File: config.mk
export PLATFORM = sky130hd
export DESIGN_NAME = ssp_stream_port
export DESIGN_NICKNAME = d
export VERILOG_FILES = /design/src/ssp_pkg.sv /design/src/ssp_fifo.sv /design/src/ssp_stream_port.sv
export SDC_FILE = /design/constraint.sdc
export NUM_CORES = 1
export LEC_CHECK = 0
export BUFFER_PORTS_ARGS = -buffer_cell sky130_fd_sc_hd__buf_2
export CELL_PAD_IN_SITES_DETAIL_PLACEMENT = 2
export CELL_PAD_IN_SITES_GLOBAL_PLACEMENT = 2
export CORE_UTILIZATION = 48
export CTS_CLUSTER_DIAMETER = 100
export DETAILED_ROUTE_END_ITERATION = 6
export PLACE_DENSITY_LB_ADDON = 0.2
export SLEW_MARGIN = 20
export SYNTH_ARGS = -nofsm -noshare
export SYNTH_HDL_FRONTEND = slang
export SYNTH_SLANG_ARGS = --single-unit
export TNS_END_PERCENT = 20
File: constraint.sdc
create_clock -name ref_clk -period 7.2 [get_ports ref_clk]
set_input_delay 1.44 -clock ref_clk [delete_from_list [all_inputs] [get_ports ref_clk]]
set_output_delay 1.44 -clock ref_clk [all_outputs]
set_load 0.01 [all_outputs]
File: src/ssp_pkg.sv
// shared constants and types for the sensor streaming port
`default_nettype none
package ssp_pkg;
   // core clock and link bit timing
   localparam int CLK_PERIOD_PS = 4000;
   localparam int LINK_PERIOD_NS = 125;
   // quarter of a link bit, least time, rounded up to whole core cycles
   localparam int QTR_CYC = (LINK_PERIOD_NS * 1000 / 4 + CLK_PERIOD_PS - 1) / CLK_PERIOD_PS;
   localparam int QCNT_W = $clog2(QTR_CYC + 1);
   // two-wire control byte
   localparam logic [6:0] DEV_ADDR = 7'h44;
   localparam logic WR_BIT = 1'b0;
   // bits per byte on each link, one-wire adds a start and a stop bit
   localparam logic [3:0] I2C_BITS = 4'h8;
   localparam logic [3:0] OW_BITS = 4'hA;
   // tuning
   localparam int CNT_W = 16;
   localparam int MULT_W = 4;
   localparam int COMP_W = 6;
   localparam logic [CNT_W-1:0] TARGET_DEF = 16'h0400;
   localparam logic [CNT_W-1:0] TARGET_ALT = 16'h0200;
   localparam int TOL_SHIFT = 5;
   localparam int RANGE_SHIFT = 2;
   localparam logic [MULT_W-1:0] MULT_RST = 4'h0;
   localparam logic [COMP_W-1:0] COMP_RST = 6'h20;
   // frame: status, count high, count low, compensation
   localparam int FRAME_BYTES = 4;
   localparam int FIFO_DEPTH = 16;

   typedef struct packed {
      logic last;
      logic [7:0] data;
   } ssp_byte_type;

   typedef struct packed {
      logic done;
      logic [CNT_W-1:0] count;
   } ssp_meas_type;

   typedef struct packed {
      logic [MULT_W-1:0] mult;
      logic [COMP_W-1:0] comp;
   } ssp_tune_type;

   typedef enum logic [2:0] {
      TX_IDLE = 3'h0,
      TX_START = 3'h1,
      TX_BITS = 3'h3,
      TX_ACK = 3'h2,
      TX_STOP = 3'h6,
      TX_FLUSH = 3'h7
   } ssp_tx_state_type;

   typedef enum logic {
      ATI_RUN = 1'b0,
      ATI_TUNE = 1'b1
   } ssp_ati_state_type;

   function automatic logic [CNT_W-1:0] ssp_absdiff(input logic [CNT_W-1:0] a, input logic [CNT_W-1:0] b);
      return (a >= b) ? a - b : b - a;
   endfunction
endpackage
`default_nettype wire

File: src/ssp_fifo.sv
// byte fifo between frame builder and link transmitter
`timescale 1ns/10ps
`default_nettype none
module ssp_fifo #(
   parameter int WIDTH = 9,
   parameter int DEPTH = 16
) (
   input wire logic ref_clk,
   input wire logic rst_b,
   input wire logic in_valid,
   output logic in_ready,
   input wire logic [WIDTH-1:0] in_data,
   output logic out_valid,
   input wire logic out_ready,
   output logic [WIDTH-1:0] out_data
);
   // depth must be a power of two: pointers wrap naturally
   localparam int AW = $clog2(DEPTH);
   logic [WIDTH-1:0] mem_r [DEPTH];
   logic [AW:0] wr_r;
   logic [AW:0] rd_r;
   logic full;
   logic do_wr;
   logic do_rd;

   assign full = (wr_r[AW] != rd_r[AW]) && (wr_r[AW-1:0] == rd_r[AW-1:0]);
   assign in_ready = !full;
   assign out_valid = (wr_r != rd_r);
   assign do_wr = in_valid && !full;
   assign do_rd = out_valid && out_ready;
   assign out_data = mem_r[rd_r[AW-1:0]];

   always_ff @(posedge ref_clk or negedge rst_b) begin
      if (!rst_b) begin
         wr_r <= '0;
         rd_r <= '0;
      end else begin
         if (do_wr) wr_r <= wr_r + 1'b1;
         if (do_rd) rd_r <= rd_r + 1'b1;
      end
   end

   // storage needs no reset, pointers guard it
   always_ff @(posedge ref_clk) begin
      if (do_wr) mem_r[wr_r[AW-1:0]] <= in_data;
   end
endmodule // ssp_fifo
`default_nettype wire

File: src/ssp_stream_port.sv
// sensor data streaming port with automatic tuning and two link types
// Operation
// - stream_enable input: 0 streaming off, 1 streaming on.
// - link_select input: 0 one-wire link, 1 two-wire bus.
// - streaming on: device sends one frame after each charge cycle that ends while no frame is queuing, unasked.
// - two-wire: data on proximity pin, clock on touch pin.
// - two-wire control byte carries address 0x44 then the direction bit.
// - tuning runs at start-up and whenever counts leave the allowed range.
// - tuning flagged in streamed status; no proximity or touch events meanwhile.
// - tuning steps coarse multiplier and fine compensation toward the target count.
// - in normal running only a large count shift restarts tuning.
// - target count 1024 by default, 512 when selected.
`timescale 1ns/10ps
`default_nettype none
module ssp_stream_port
   import ssp_pkg::*;
#(
   parameter int DEPTH = FIFO_DEPTH
) (
   input wire logic ref_clk,
   input wire logic rst_b,
   input wire logic stream_enable,
   input wire logic link_select,
   input wire logic target_select,
   input wire ssp_meas_type meas,
   input wire logic prox_event,
   input wire logic touch_event,
   output ssp_tune_type tune,
   output logic tuning_active,
   output logic frame_dropped,
   output logic nack_seen,
   input wire logic proximity_output_pin_in,
   output logic proximity_output_pin_out,
   output logic proximity_output_pin_oe,
   input wire logic touch_output_pin_in,
   output logic touch_output_pin_out,
   output logic touch_output_pin_oe
);
   ////////////////////////////////////////////////////////////////////////
   // pin synchronisers
   logic sda_s1_r, sda_s2_r, scl_s1_r, scl_s2_r;
   always_ff @(posedge ref_clk or negedge rst_b) begin
      if (!rst_b) begin
         sda_s1_r <= 1'b1;
         sda_s2_r <= 1'b1;
         scl_s1_r <= 1'b1;
         scl_s2_r <= 1'b1;
      end else begin
         sda_s1_r <= proximity_output_pin_in;
         sda_s2_r <= sda_s1_r;
         scl_s1_r <= touch_output_pin_in;
         scl_s2_r <= scl_s1_r;
      end
   end

   ////////////////////////////////////////////////////////////////////////
   // automatic tuning
   ssp_ati_state_type ati_r, ati_nxt;
   ssp_tune_type tune_r, tune_nxt, tune_up, tune_dn;
   logic [CNT_W-1:0] target, diff;
   logic near, far, count_low, comp_max, comp_min, mult_max, mult_min, step;
   logic prox_q, touch_q;

   assign target = target_select ? TARGET_ALT : TARGET_DEF;
   assign diff = ssp_absdiff(meas.count, target);
   assign near = diff <= (target >> TOL_SHIFT);
   // wide margin so ordinary drift never disturbs detection
   assign far = diff > (target >> RANGE_SHIFT);
   assign count_low = meas.count < target;
   assign comp_max = &tune_r.comp;
   assign comp_min = ~|tune_r.comp;
   assign mult_max = &tune_r.mult;
   assign mult_min = ~|tune_r.mult;
   // fine step first, coarse step when fine runs out; saturates at the ends
   assign tune_up = comp_max ? (mult_max ? tune_r : {tune_r.mult + 1'b1, {COMP_W{1'b0}}})
                             : {tune_r.mult, tune_r.comp + 1'b1};
   assign tune_dn = comp_min ? (mult_min ? tune_r : {tune_r.mult - 1'b1, {COMP_W{1'b1}}})
                             : {tune_r.mult, tune_r.comp - 1'b1};
   assign step = (ati_r == ATI_TUNE) && meas.done && !near;
   assign tune_nxt = !step ? tune_r : (count_low ? tune_up : tune_dn);
   assign ati_nxt = !meas.done ? ati_r :
                    (ati_r == ATI_RUN) ? (far ? ATI_TUNE : ATI_RUN) :
                    (near ? ATI_RUN : ATI_TUNE);
   assign prox_q = prox_event && (ati_r == ATI_RUN);
   assign touch_q = touch_event && (ati_r == ATI_RUN);

   always_ff @(posedge ref_clk or negedge rst_b) begin
      if (!rst_b) begin
         ati_r <= ATI_TUNE;
         tune_r <= {MULT_RST, COMP_RST};
      end else begin
         ati_r <= ati_nxt;
         tune_r <= tune_nxt;
      end
   end
   assign tune = tune_r;
   assign tuning_active = (ati_r == ATI_TUNE);

   ////////////////////////////////////////////////////////////////////////
   // frame builder
   logic busy_r, drop_r;
   logic [1:0] idx_r;
   logic [8*FRAME_BYTES-1:0] snap_r, snap;
   logic take, push, in_ready, out_valid, pop;
   ssp_byte_type push_byte, head;

   assign take = meas.done && stream_enable && !busy_r;
   assign push = busy_r && in_ready;
   assign snap = {tune_r.mult, 1'b0, touch_q, prox_q, tuning_active,
                  meas.count, {(8 - COMP_W){1'b0}}, tune_r.comp};
   assign push_byte = {idx_r == 2'(FRAME_BYTES - 1), snap_r[8*FRAME_BYTES-1 -: 8]};

   always_ff @(posedge ref_clk or negedge rst_b) begin
      if (!rst_b) begin
         busy_r <= 1'b0;
         idx_r <= 2'h0;
         snap_r <= '0;
         drop_r <= 1'b0;
      end else begin
         busy_r <= take || (busy_r && !(push && push_byte.last));
         idx_r <= take ? 2'h0 : (push ? idx_r + 2'h1 : idx_r);
         snap_r <= take ? snap : (push ? {snap_r[8*FRAME_BYTES-9:0], 8'h00} : snap_r);
         // a charge cycle that ends while the previous frame is still queuing is lost
         drop_r <= meas.done && stream_enable && busy_r;
      end
   end
   assign frame_dropped = drop_r;

   ssp_fifo #(.WIDTH($bits(ssp_byte_type)), .DEPTH(DEPTH)) u_fifo (
      .ref_clk(ref_clk),
      .rst_b(rst_b),
      .in_valid(busy_r),
      .in_ready(in_ready),
      .in_data(push_byte),
      .out_valid(out_valid),
      .out_ready(pop),
      .out_data(head)
   );

   ////////////////////////////////////////////////////////////////////////
   // link transmitter, four quarter phases per bit
   ssp_tx_state_type tx_r, tx_nxt;
   logic [1:0] ph_r;
   logic [QCNT_W-1:0] qcnt_r;
   logic [9:0] sh_r;
   logic [3:0] bits_r;
   logic mode_r, last_r, flush_r, ack_r, nack_r;
   logic i2c, start, tick_raw, tick, stretch, starve, ph_end, need_byte;
   logic scl_lvl, sda_lvl, ow_lvl, ev_mode;
   logic prox_out_nxt, prox_oe_nxt, touch_out_nxt, touch_oe_nxt;
   logic prox_out_r, prox_oe_r, touch_out_r, touch_oe_r;

   assign i2c = (tx_r == TX_IDLE) ? link_select : mode_r;
   assign start = (tx_r == TX_IDLE) && out_valid && stream_enable;
   assign tick_raw = qcnt_r == QCNT_W'(QTR_CYC - 1);
   // the receiver may hold the clock low; wait for it before the high phase ends
   assign stretch = i2c && (ph_r == 2'h1) && !scl_s2_r && (tx_r != TX_IDLE) && (tx_r != TX_FLUSH);
   assign need_byte = (tx_r == TX_ACK) && (ph_r == 2'h3) && !ack_r && !last_r;
   assign starve = need_byte && !out_valid;
   assign tick = tick_raw && !stretch && !starve;
   assign ph_end = tick && (ph_r == 2'h3);
   assign pop = (start && !link_select) || (need_byte && ph_end) || ((tx_r == TX_FLUSH) && out_valid);

   always_comb begin
      tx_nxt = tx_r;
      case (tx_r)
         TX_IDLE: if (start) tx_nxt = link_select ? TX_START : TX_BITS;
         TX_START: if (ph_end) tx_nxt = TX_BITS;
         TX_BITS: if (ph_end && bits_r == 4'h1) tx_nxt = mode_r ? TX_ACK : TX_IDLE;
         TX_ACK: if (ph_end) tx_nxt = (ack_r || last_r) ? TX_STOP : TX_BITS;
         TX_STOP: if (ph_end) tx_nxt = flush_r ? TX_FLUSH : TX_IDLE;
         TX_FLUSH: if (out_valid && head.last) tx_nxt = TX_IDLE;
         default: tx_nxt = TX_IDLE;
      endcase
   end

   always_ff @(posedge ref_clk or negedge rst_b) begin
      if (!rst_b) begin
         tx_r <= TX_IDLE;
         ph_r <= 2'h0;
         qcnt_r <= '0;
         mode_r <= 1'b0;
      end else begin
         tx_r <= tx_nxt;
         ph_r <= (tx_r == TX_IDLE) ? 2'h0 : (tick ? ph_r + 2'h1 : ph_r);
         qcnt_r <= (tx_r == TX_IDLE || tick) ? '0 : (tick_raw ? qcnt_r : qcnt_r + 1'b1);
         if (start) mode_r <= link_select;
      end
   end

   always_ff @(posedge ref_clk or negedge rst_b) begin
      if (!rst_b) begin
         sh_r <= 10'h3FF;
         bits_r <= 4'h0;
         last_r <= 1'b0;
         flush_r <= 1'b0;
         ack_r <= 1'b0;
         nack_r <= 1'b0;
      end else begin
         if (start) begin
            sh_r <= link_select ? {DEV_ADDR, WR_BIT, 2'b11} : {1'b0, head.data, 1'b1};
            bits_r <= link_select ? I2C_BITS : OW_BITS;
            last_r <= !link_select && head.last;
         end else if (tx_r == TX_BITS && ph_end) begin
            sh_r <= {sh_r[8:0], 1'b1};
            bits_r <= bits_r - 4'h1;
         end else if (need_byte && ph_end) begin
            sh_r <= {head.data, 2'b11};
            bits_r <= I2C_BITS;
            last_r <= head.last;
         end
         if (tx_r == TX_ACK && tick && ph_r == 2'h2) ack_r <= sda_s2_r;
         if (tx_r == TX_IDLE) flush_r <= 1'b0;
         else if (tx_r == TX_ACK && ph_end && ack_r && !last_r) flush_r <= 1'b1;
         nack_r <= (tx_r == TX_ACK) && ph_end && ack_r;
      end
   end
   assign nack_seen = nack_r;

   ////////////////////////////////////////////////////////////////////////
   // pin drive; two-wire lines are open drain, data changes only with clock low except at start and stop
   assign scl_lvl = (tx_r == TX_START) ? (ph_r != 2'h3) :
                    (tx_r == TX_BITS || tx_r == TX_ACK) ? (ph_r == 2'h1 || ph_r == 2'h2) :
                    (tx_r == TX_STOP) ? (ph_r != 2'h0) : 1'b1;
   assign sda_lvl = (tx_r == TX_START) ? (ph_r < 2'h2) :
                    (tx_r == TX_BITS) ? sh_r[9] :
                    (tx_r == TX_STOP) ? (ph_r >= 2'h2) : 1'b1;
   assign ow_lvl = (tx_r == TX_BITS) ? sh_r[9] : 1'b1;
   assign ev_mode = !stream_enable && (tx_r == TX_IDLE);
   assign prox_out_nxt = ev_mode ? prox_q : (i2c ? 1'b0 : ow_lvl);
   assign prox_oe_nxt = ev_mode || !i2c || !sda_lvl;
   assign touch_out_nxt = (ev_mode || !i2c) ? touch_q : 1'b0;
   assign touch_oe_nxt = ev_mode || !i2c || !scl_lvl;

   always_ff @(posedge ref_clk or negedge rst_b) begin
      if (!rst_b) begin
         prox_out_r <= 1'b0;
         prox_oe_r <= 1'b0;
         touch_out_r <= 1'b0;
         touch_oe_r <= 1'b0;
      end else begin
         prox_out_r <= prox_out_nxt;
         prox_oe_r <= prox_oe_nxt;
         touch_out_r <= touch_out_nxt;
         touch_oe_r <= touch_oe_nxt;
      end
   end
   assign proximity_output_pin_out = prox_out_r;
   assign proximity_output_pin_oe = prox_oe_r;
   assign touch_output_pin_out = touch_out_r;
   assign touch_output_pin_oe = touch_oe_r;

   ////////////////////////////////////////////////////////////////////////
   // assertions
   AST_TUNE_AT_START: assert property (@(posedge ref_clk) disable iff (!rst_b)
      $rose(rst_b) |-> tuning_active) else $error("tuning not active after reset");
   AST_RETUNE_FAR: assert property (@(posedge ref_clk) disable iff (!rst_b)
      (ati_r == ATI_RUN && meas.done && far) |=> tuning_active) else $error("far count did not retune");
   AST_NO_SMALL_RETUNE: assert property (@(posedge ref_clk) disable iff (!rst_b)
      (ati_r == ATI_RUN && meas.done && !far) |=> !tuning_active) else $error("small shift retuned");
   AST_TARGET_HIT: assert property (@(posedge ref_clk) disable iff (!rst_b)
      (ati_r == ATI_TUNE && meas.done && meas.count == (target_select ? TARGET_ALT : TARGET_DEF))
      |=> !tuning_active) else $error("tuning missed its target");
   AST_FINE_STEP: assert property (@(posedge ref_clk) disable iff (!rst_b)
      (step && count_low && !comp_max) |=> (tune.comp == $past(tune.comp) + 1'b1)
      && $stable(tune.mult)) else $error("fine step wrong");
   AST_FRAME_TAKEN: assert property (@(posedge ref_clk) disable iff (!rst_b)
      take |=> busy_r && snap_r[15:8] == $past(meas.count[7:0])) else $error("frame not captured");
   AST_NO_START_OFF: assert property (@(posedge ref_clk) disable iff (!rst_b)
      (!stream_enable && tx_r == TX_IDLE) |=> tx_r == TX_IDLE) else $error("traffic while disabled");
   AST_ADDR_BYTE: assert property (@(posedge ref_clk) disable iff (!rst_b)
      (start && link_select) |=> tx_r == TX_START && sh_r[9:2] == {DEV_ADDR, WR_BIT})
      else $error("wrong control byte");
   AST_ONE_WIRE: assert property (@(posedge ref_clk) disable iff (!rst_b)
      (start && !link_select) |=> tx_r == TX_BITS && !sh_r[9]) else $error("one-wire start bit wrong");
   AST_OPEN_DRAIN: assert property (@(posedge ref_clk) disable iff (!rst_b)
      (tx_r != TX_IDLE && mode_r) |=> !proximity_output_pin_out && !touch_output_pin_out)
      else $error("two-wire pin driven high");
   AST_EVENTS_ONLY: assert property (@(posedge ref_clk) disable iff (!rst_b)
      (ev_mode && tuning_active) |=> proximity_output_pin_oe && touch_output_pin_oe
      && !proximity_output_pin_out && !touch_output_pin_out) else $error("event during tuning");
endmodule // ssp_stream_port
`default_nettype wire

; ---- Word-level counts from Yosys, hierarchy flattened
; Memories as Yosys holds them, arrays and structs flattened.
; Index checks and enable logic that the tools add are counted.
[op_classes]
n_addsub = 12
order_cmp = 6
eq_ne = 28
mux = 55
bitwise = 1
n_reduce_logical = 81
[op_table]
columns = op, n
row1 = 10-bit two-way mux, 9
row2 = 32-bit two-way mux, 2
row3 = 1-bit logical AND, 38
row4 = 3-bit two-way mux, 8
row5 = 1-bit two-way mux, 21
row6 = 4-bit two-way mux, 5
row7 = 2-bit != test (second input constant), 9
row8 = 3-bit one-hot mux with 6 select lines, 1
row9 = 16-bit by 11-bit >= comparator with 1-bit output, 1
row10 = 16-bit by 9-bit > comparator with 1-bit output, 1
row11 = 16-bit by 6-bit <= comparator with 1-bit output, 1
row12 = 16-bit by 11-bit < comparator with 1-bit output, 1
row13 = 16-bit two-way mux, 1
row14 = 11-bit by 16-bit subtractor with 16-bit output, 1
row15 = 16-bit by 11-bit subtractor with 16-bit output, 1
row16 = 1-bit zero test, 15
row17 = 2-bit two-way mux, 7
row18 = 6-bit AND reduction, 2
row19 = 2-bit nonzero test, 6
row20 = 11-bit two-way mux, 1
row21 = 5-bit by 1-bit adder with 5-bit output (second input constant), 2
row22 = 1-bit logical OR, 10
row23 = 3-bit nonzero test, 3
row24 = 4-bit by 1-bit adder with 4-bit output (second input constant), 2
row25 = other kinds (26), 35
[totals]
register_bits = 93
mem_bits_rw = 144
output_inout_bits = 17
word_cells = 211
memories = 1
[mem_list]
columns = memory, depth, width, rd, rd_clocked_by_memory_dff, write_ports, line
row1 = u_fifo.mem_r, 16, 9, 1, 0, 1, ssp_fifo.sv:19  ; logic [WIDTH-1:0] mem_r [DEPTH];

; ---- Logic depth before layout (Yosys ltp)
; Gate-level depths: netlist of the first run.
[logic_depth]
word_depth = 15
mapped_depth = 14
ltp_nobuf = 13

; ---- By module
; Synthesis of the first run repeated with hierarchy kept, for this count alone.
[hier_totals]
cells_unflattened = 828
area_unflattened_um2 = 10864.2
[by_module_without_submodules]
columns = mod, instances, cells_per_inst, area_each_um2, seq_area_each_um2
row1 = ssp_fifo, 1, 303, 6147.1, 4574.4
row2 = ssp_stream_port, 1, 525, 4717.0, 2020.7

; ---- Worst setup path before layout of the first run
; No wires, ideal clock.
[synth_timing]
path_type = input-to-reg
startpoint = input target_select
endpoint = register tune_r (netlist bit tune[3])
t_arrival_ps = 4295
required_time_ps = 7075
setup_slack_ps = 2780
stages = 13
path_cell_list = inv_1 ha_1 nor2b_1 nor3_2 clkbuf_1 o21ai_0 xnor2_1 ha_1 nor2b_1 o22a_1 nor4_4 nor2_2 mux2_4
[synth_via]
elab_chain_cells = 7
word_cells_on_any_way = 13
cone_classes = add/sub (2) / order compare (3) / eq/ne (1) / mux (3) / reduce/logical (4)
[synth_rtl]
columns = item, line
row1 = start: declaration, ssp_stream_port.sv:24  ; input wire logic target_select,
row2 = 11-bit two-way mux (*), ssp_stream_port.sv:64  ; assign target = target_select ? TARGET_ALT : TARGET_DEF;
row3 = 11-bit by 16-bit subtractor with 16-bit output (tied with other cells), ssp_pkg.sv:60  ; return (a >= b) ? a - b : b - a;
row4 = 16-bit two-way mux, ssp_pkg.sv:60
row5 = 16-bit by 6-bit <= comparator with 1-bit output, ssp_stream_port.sv:66  ; assign near = diff <= (target >> TOL_SHIFT);
row6 = 1-bit zero test, ssp_stream_port.sv:79  ; assign step = (ati_r == ATI_TUNE) && meas.done && !near;
row7 = 1-bit logical AND, ssp_stream_port.sv:79
row8 = 3-bit AND reduction (no source line), -
row9 = end signal: assignment, ssp_stream_port.sv:90  ; tune_r <= {MULT_RST, COMP_RST};
row10 = end signal: assignment, ssp_stream_port.sv:93  ; tune_r <= tune_nxt;
row11 = end: declaration, ssp_stream_port.sv:59  ; ssp_tune_type tune_r, tune_nxt, tune_up, tune_dn;
; Every way passes the cells marked *; elsewhere a longest branch is shown, timed or not.
; A chain may end at the register's enable or synchronous reset.

; ---- Final worst setup path of the first run
[layout_timing]
startpoint = input target_select
endpoint = register tune_r (netlist bit tune[9])
[layout_via]
elab_chain_cells = 7
word_cells_on_any_way = 15
cone_classes = add/sub (2) / order compare (3) / eq/ne (3) / mux (3) / reduce/logical (4)
[layout_rtl]
columns = item, line
row1 = 11-bit two-way mux (*), ssp_stream_port.sv:64
row2 = 11-bit by 16-bit subtractor with 16-bit output (tied with other cells), ssp_pkg.sv:60
row3 = 16-bit two-way mux, ssp_pkg.sv:60
row4 = 16-bit by 6-bit <= comparator with 1-bit output, ssp_stream_port.sv:66
row5 = 1-bit zero test, ssp_stream_port.sv:79
row6 = 1-bit logical AND, ssp_stream_port.sv:79
row7 = 5-bit AND reduction (no source line), -
; Marks and branches as above.

==> results.txt, run 1 <==
----------------------------------------------------
[Global route]
  Vias in the first global route ... 7880
  Aggregate global routing overflow ... 0
  Pin count of the biggest net entering global routing ... 62
  Total routing usage reported by global routing ... 31.6%
  Antenna violations before repair ... 1
  First-pass GRT wire length ... just over 50000 um

[Critical path]
  Critical path launch point type ... primary input
  Maximum fanout count along the critical path ... 15
  Kind of end point of the critical path ... flip-flop
  Arr. time, crit path ... 5.61 ns
  Class of the most critical setup path ... in -> reg
  Required time of the critical path ... about 7.6 ns

[Drt]
  Via/cell ratio ... 6.36
  DRT antenna net count ... 0
  Via total after detailed routing ... 7168
  DRC errors left ... 0
  Routed wirelength normalized by instance count ... 31.4 um
  Total wire length ... 35300 um
  DR iter-0 viols ... 481
  Initial DRT Pass Iterations ... 7

[Power and ir drop]
  Psw ... 1.92 mW
  Leakage component of the power ... 4.49 nW
  Largest vdd supply drop ... 0.253 mV
  Internal cell power ... about 3.3 mW
  Total power density per cell area ... 430 nW/um^2
  Part of the power in the clock network ... 26.0%
  Sw Share ... 37.2%
  Total design power ... roughly 5.2 mW
  Part of the power in registers ... 44.2%
  Part of the total power dissipated in combinational logic ... 29.8%

[CTS]
  Number of buffers between clock root and the deepest sink ... 3
  Clock latency reported for the late side of the worst-skew pair ... about 0.54 ns
  Clock transition time at the flip-flop clock pins of the worst setup and hold paths ... 0.07 ns
  Clock net sink count ... about 230
  CTS tree ... built
  H-tree depth ... 1
  Post CTS Setup Buffer Count ... 0
  CTS Buf Count ... 26
  Number of instances resized during post-cts repair ... 0
  Clock tree root driver cell ... sky130_fd_sc_hd__clkbuf_16
  Cts-stage hold buffer count ... 0

[Logic synthesis]
  Cells after synthesis ... around 790
  Per-instance average area after synthesis ... roughly 13 um^2
  Count of flip-flops with a built-in enable after synthesis ... ~140
  Number of unique standard cell types used by synthesis ... 61
  Syn Nets ... 840
  Portion of the post-synthesis area used by sequential elements ... around 62%
  Synth Cell Area ... 10600 um^2
  Number of synthesized register bits ... roughly 230
  Share of flip-flops with an asynchronous set or reset after synthesis ... between 30% and 40%
  Syn. warnings ... 0
  Most used DFF post-synth ... sky130_fd_sc_hd__edfxtp_1

[Die]
  Die width ... around 150 um
  Initial Utilization ... 48.8%
  Die footprint ... roughly 23000 um^2
  IO Count ... 43
  # rows ... 54
  Die Height ... 151 um
  Area inside the core boundary ... approximately 22000 um^2

[Layout]
  Most frequent cells in the layout ... sky130_fd_sc_hd__edfxtp_1 (144), sky130_fd_sc_hd__nand2_1 (94), sky130_fd_sc_hd__dfrtp_1 (74), sky130_fd_sc_hd__o21ai_0 (67), sky130_fd_sc_hd__mux4_2 (45)
  Most common library cell in the layout ignoring fill and taps ... sky130_fd_sc_hd__edfxtp_1
  Filler-free cell count of the finished design ... 1127
  Final layout net count ... 878
  Utilization of the core after routing ... 55.3%
  Post-route standard cell area excluding fillers ... ~12000 um^2
  Share of layout cells above drive strength 1 ... about a fifth
  Layout overhead on the synthesized area ... 13.3%

[Timing]
  Time the worst path needs with I/O delays and setup ... 5.21 ns
  Slew at the pin closest to its max-slew limit ... 1.19 ns
  Final clock period utilization by the worst path ... 72.4%
  Setup Viol. Count Final ... 0
  RSZ-0062 raised after global routing ... no
  Worst path setup slack after routing ... 1.99 ns
  Post-Route Hold Slack ... about 0.36 ns
  Max_slew headroom ... 19.8%
  Top achievable clock speed ... 192 MHz
  Final count of hold timing violations ... 0
  Final clock skew ... 0.0243 ns
  Number of pins exceeding their max-slew limit in the final report ... 0
  Total negative slack ... 0 ns

[Place]
  GP Congestion ... 0.834
  Number of placed instances with taps included ... 1077
  Estimated wirelength of the detail-placed design ... between 20000 and 25000 um
  Total of buffers placed on input and output ports ... 42
  Post-detailed-placement cell area ... roughly 11000 um^2
  Worst setup timing slack at the placement stage ... 1.75 ns

[Outcome]
  Outcome ... complete, no violations

[Job]
  Max cap viols ... 0

[Worst hold path]
  Worst min-delay path class ... reg -> reg

----------------------------------------------------
-- power groups by stage --
stage | Sequential (mW) | Combinational, mW | Clock (mW)
6_report | 2.29 | 1.54 | 1.35
4_1_cts | 2.27 | 1.53 | 1.36
3_5_place_dp | 2.27 | 1.46 | 0
2_1_floorplan | 2.06 | 1.02 | 0
3_3_place_gp | 2.18 | 1.33 | 0
5_1_grt | 2.31 | 1.66 | 1.40
-- layer usage --
metal	vias up	GRT usage (%)	routed length, um
met5	-	0	0
li1	3030	-	-
met4	0	12.7	1590
met1	3772	38.7	13700
met2	252	55.2	18300
met3	114	5.67	1730
-- cell usage after synthesis (all sizes together) (3+ instances only) --
master	count	share of area, %
ha	25	2.9
or2	4	0.24
o21a	4	0.28
o211ai	7	0.49
nor2	42	1.5
mux2i	26	2.5
and3	9	0.53
nor3b	5	0.35
o31ai	4	0.28
buf	8	0.31
a21oi	24	1.1
and2	3	0.18
or3	7	0.41
edfxtp	144	41
xnor2	13	1.1
nor4	7	0.55
dfstp	15	3.7
nand2	94	3.3
mux4	45	9.5
nor2b	6	0.35
clkbuf	30	1.1
mux2	5	0.57
xor2	12	0.99
a31oi	7	0.41
dfrtp	75	18
nor3	13	0.66
nand2b	7	0.41
nand3b	3	0.21
a21o	4	0.28
o21ai	69	3.3
nand4	6	0.35
or4	3	0.21
nand3	19	0.90
inv	21	0.74
-- worst paths after layout --
check                                            from                                 to  slack [ns]  cells past startpoint
max                                     target_select                tune[9]$_DFFE_PN0P_        1.99                     13
min                                sda_s1_r$_DFF_PN1_                 sda_s2_r$_DFF_PN1_        0.36                      0
max reg2reg                u_fifo.rd_r[0]$_DFFE_PN0P_                sh_r[9]$_DFFE_PN1P_        3.22                      8
min reg2reg                        sda_s1_r$_DFF_PN1_                 sda_s2_r$_DFF_PN1_        0.36                      0
max in group asynchronous                       rst_b         u_fifo.rd_r[0]$_DFFE_PN0P_        5.13                      2
min in group asynchronous                       rst_b  proximity_output_pin_oe$_DFF_PN0_        0.84                      1
-- kinds of logic (layout without fill, tap and decap cells) --
group	count (synthesis)	in the layout	share of synthesized area, %
AOI/OAI and AO/OA	138	138	7.65
xor gates and xnor gates	25	25	2.06
adders and majority gates	26	26	3.13
buffers and inverters	59	117	2.11
DFF	234	234	62.1
muxes	76	76	12.6
other	0	1	0
and+or+nand+nor	230	230	10.4
-- state kept, by name, summed over array words and instances (netlist names), 2 cells and up --
signal and cells:
snap_r 30, sh_r 9, tune 10, u_fifo.mem_r 144
ph_r 2, tx_r 3, bits_r 4, u_fifo.wr_r 5
qcnt_r 4, idx_r 2, u_fifo.rd_r 5
-- layout make-up --
cell class / count / area [um^2]
Antenna cell: 1 / 2.50
Clock inverter: 13 / 90.1
Sequential cell: 234 / 6600
Multi-Input combinational cell: 495 / 3870
Tap cell: 280 / 350
Inverter: 21 / 78.8
Clock buffer: 35 / 768
Timing Repair Buffer: 48 / 270
Fill cell: 2015 / 9730
-- worst max-delay path, cell delays in order --
cell,delay [ns]
sky130_fd_sc_hd__buf_2,0.21
sky130_fd_sc_hd__inv_1,0.07
sky130_fd_sc_hd__ha_1,0.36
sky130_fd_sc_hd__nor2b_1,0.20
sky130_fd_sc_hd__nor3_2,0.82
sky130_fd_sc_hd__o21ai_0,0.29
sky130_fd_sc_hd__xnor2_1,0.25
sky130_fd_sc_hd__ha_1,0.28
sky130_fd_sc_hd__nor2b_1,0.16
sky130_fd_sc_hd__o22a_1,0.21
sky130_fd_sc_hd__nor4_4,0.74
sky130_fd_sc_hd__nor2_2,0.16
sky130_fd_sc_hd__mux2_1,0.38
(Power assumes the default switching activity.)
==> inputs of run 2 (changes only) <==
Settings changed: CORE_UTILIZATION 48 to 44.
Clock period 7.2 ns to 4.8 ns, I/O delays scaled along.
==> results.txt, run 2 (synthesized netlist as in run 1, its figures left out) <==
----------------------------------------------------
[Outcome]
  Outcome ... complete, no violations (unchanged)

[Die]
  # rows ... 56 (was 54)
  Die Height ... 157 um (was 151 um)
  Die width ... 157 um (was 151 um)
  Die footprint ... 24800 um^2 (was 22700 um^2)
  Area inside the core boundary ... 23500 um^2 (was 21800 um^2)
  Initial Utilization ... 45.1% (was 48.8%)
  IO Count ... 43 (unchanged)

[Global route]
  Total routing usage reported by global routing ... 26.7% (was 31.6%)
  Pin count of the biggest net entering global routing ... 69 (was 62)
  Vias in the first global route ... 7680 (was 7880)
  Antenna violations before repair ... 2 (was 1)
  Aggregate global routing overflow ... 0 (unchanged)
  First-pass GRT wire length ... 47900 um (was 50900 um)

[Power and ir drop]
  Total power density per cell area ... 635 nW/um^2 (was 430 nW/um^2)
  Leakage component of the power ... 4.51 nW (was 4.49 nW)
  Largest vdd supply drop ... 0.351 mV (was 0.253 mV)

[Layout]
  Number of fill cells ... 2246 (was 2015)
  Sequential cell area ... 6600 um^2 (unchanged)
  Max reg flops ... 144 (unchanged)
  Layout overhead on the synthesized area ... 14.0% (was 13.3%)
  Utilization of the core after routing ... 51.4% (was 55.3%)
  Share of layout cells above drive strength 1 ... 20.3% (was 20.4%)
  Final layout net count ... 884 (was 878)
  Most frequent cells in the layout ... sky130_fd_sc_hd__edfxtp_1 (144), sky130_fd_sc_hd__nand2_1 (94), sky130_fd_sc_hd__dfrtp_1 (74), sky130_fd_sc_hd__o21ai_0 (67), sky130_fd_sc_hd__mux4_2 (45) (unchanged)
  Multi-input gate area ... 3820 um^2 (was 3870 um^2)
  Filler-free cell count of the finished design ... 1171 (was 1127)
  Most common library cell in the layout ignoring fill and taps ... sky130_fd_sc_hd__edfxtp_1 (unchanged)

[Timing]
  Time the worst path needs with I/O delays and setup ... 3.84 ns
  Final clock skew ... 0.0149 ns (was 0.0243 ns)
  Max_slew headroom ... 27.2% (was 19.8%)
  Total negative slack ... 0 ns (unchanged)
  Slew at the pin closest to its max-slew limit ... 1.09 ns (was 1.19 ns)
  RSZ-0062 raised after global routing ... no (unchanged)
  Final clock period utilization by the worst path ... 80.0%
  Setup Viol. Count Final ... 0 (unchanged)
  Top achievable clock speed ... roughly 260 MHz
  Worst path setup slack after routing ... 0.959 ns (was 1.99 ns)
  Number of pins exceeding their max-slew limit in the final report ... 0 (unchanged)
  Post-Route Hold Slack ... 0.357 ns (about the same)
  Final count of hold timing violations ... 0 (unchanged)

[CTS]
  Cts-stage hold buffer count ... 0 (unchanged)
  Number of instances resized during post-cts repair ... 0 (unchanged)
  CTS Buf Count ... 25 (was 26)
  Number of buffers between clock root and the deepest sink ... 3 (unchanged)
  CTS tree ... built (unchanged)
  H-tree depth ... 1 (unchanged)
  Clock latency reported for the late side of the worst-skew pair ... 0.53 ns (was 0.54 ns)
  Clock net sink count ... 234 (unchanged)
  Clock transition time at the flip-flop clock pins of the worst setup and hold paths ... 0.06 ns (was 0.07 ns)
  Post CTS Setup Buffer Count ... 0 (unchanged)
  Clock tree root driver cell ... sky130_fd_sc_hd__clkbuf_16 (unchanged)

[Critical path]
  Logic depth of the worst register-to-register path ... 6 (was 8)
  Worst R2R Setup Slack ... 1.14 ns (was 3.22 ns)
  Required time of the critical path ... 5.21 ns (was 7.60 ns)
  Reg-to-reg critical path endpoint ... snap_r[26]$_DFFE_PN0P_ (was sh_r[9]$_DFFE_PN1P_)
  Cell with the largest stage delay on the worst path ... sky130_fd_sc_hd__nor4_4 (was sky130_fd_sc_hd__nor3_2)
  CP startpoint ... target_select (unchanged)
  Critical path launch point type ... primary input (unchanged)
  Maximum fanout count along the critical path ... 14 (was 15)
  Max incr delay on CP ... 0.66 ns (was 0.82 ns)
  Cells along the critical path ... buf_2, inv_1, ha_1, nor2b_1, nor3_2, buf_4, nand2_1, xor2_1, ha_1, nand2_1, o22a_1, nor4_4, nor2_2, mux2_4 (was buf_2, inv_1, ha_1, nor2b_1, nor3_2, o21ai_0, xnor2_1, ha_1, nor2b_1, o22a_1, nor4_4, nor2_2, mux2_1)
  Critical path endpoint ... tune[3]$_DFFE_PN0P_ (was tune[9]$_DFFE_PN0P_)
  Kind of end point of the critical path ... flip-flop (unchanged)
  Class of the most critical setup path ... in -> reg (unchanged)
  Reg-to-Reg Start ... u_fifo.rd_r[2]$_DFFE_PN0P_ (was u_fifo.rd_r[0]$_DFFE_PN0P_)
  Arr. time, crit path ... 4.25 ns (was 5.61 ns)

[Drt]
  Initial DRT Pass Iterations ... 5 (was 7)
  DRC errors left ... 0 (unchanged)
  Routed wirelength normalized by instance count ... 27.3 um (was 31.4 um)
  Via total after detailed routing ... 7021 (was 7168)
  Via/cell ratio ... 6.00 (was 6.36)
  DRT antenna net count ... 0 (unchanged)
  Total wire length ... 32000 um (was 35300 um)
  DR iter-0 viols ... 414 (was 481)

[Worst hold path]
  Beginning of the worst hold path ... scl_s1_r$_DFF_PN1_ (was sda_s1_r$_DFF_PN1_)
  Worst min-delay path class ... reg -> reg (unchanged)

[Place]
  Worst setup timing slack at the placement stage ... 0.469 ns (was 1.75 ns)
  Total of buffers placed on input and output ports ... 42 (unchanged)
  Number of placed instances with taps included ... 1123 (was 1077)
  Estimated wirelength of the detail-placed design ... 21400 um (was 21800 um)
  GP Congestion ... 0.806 (was 0.834)

[Job]
  Max cap viols ... 0 (unchanged)

----------------------------------------------------
==> run 2: worst min path at each step <==
| stage | to | slack, ns | depth (start not counted) |
|---|---|---|---|
| 5_1_grt | scl_s2_r$_DFF_PN1_ | 0.36 | 0 |
| 6_report | scl_s2_r$_DFF_PN1_ | 0.36 | 0 |
| 4_1_cts | scl_s2_r$_DFF_PN1_ | 0.36 | 0 |
| 3_3_place_gp | scl_s2_r$_DFF_PN1_ | 0.35 | 0 |
| 2_1_floorplan | scl_s2_r$_DFF_PN1_ | 0.35 | 0 |
| 3_5_place_dp | scl_s2_r$_DFF_PN1_ | 0.35 | 0 |
==> run 2: area by class of cell <==
cell class	count	share of cell area [%]
Tap cell	319	3.30
Clock inverter	18	1.84
Sequential cell	234	54.5
Inverter	21	0.651
Clock buffer	28	5.43
Multi-Input combinational cell	495	31.6
Timing Repair Buffer	55	2.73
Antenna cell	1	0.0207
==> run 2: report_power, final <==
group | internal (mW) | switching, mW
sequential | 2.80 | 0.582
combinational | 0.901 | 1.33
clock | 1.25 | 0.819
==> run 2: metal layers <==
layer  track usage (%)  vias to the layer above  part of all wire [%]
met5                 0                        -                 0.031
met4              10.2                        2                   3.2
met3              4.07                       58                   4.4
met2              44.8                      194                    50
met1              35.1                     3723                    43
li1                  -                     3044                     -
==> run 2: critical path, delay by kind of cell <==
| family | cells | cell delay (ns) |
|---|---|---|
| and+or+nand+nor | 6 | 1.37 |
| adders and majority gates | 2 | 0.65 |
| buffers and inverters | 3 | 0.55 |
| muxes | 1 | 0.33 |
| AOI/OAI and AO/OA | 1 | 0.23 |
| xor gates and xnor gates | 1 | 0.15 |
==> run 2: metrics by stage <==
stage          cell area [um^2]  power (mW)
2_1_floorplan             10600        4.61
3_3_place_gp              11200        5.29
3_5_place_dp              11200        5.59
4_1_cts                   12100        7.73
5_1_grt                   12100        8.03
6_report                  12100        7.68
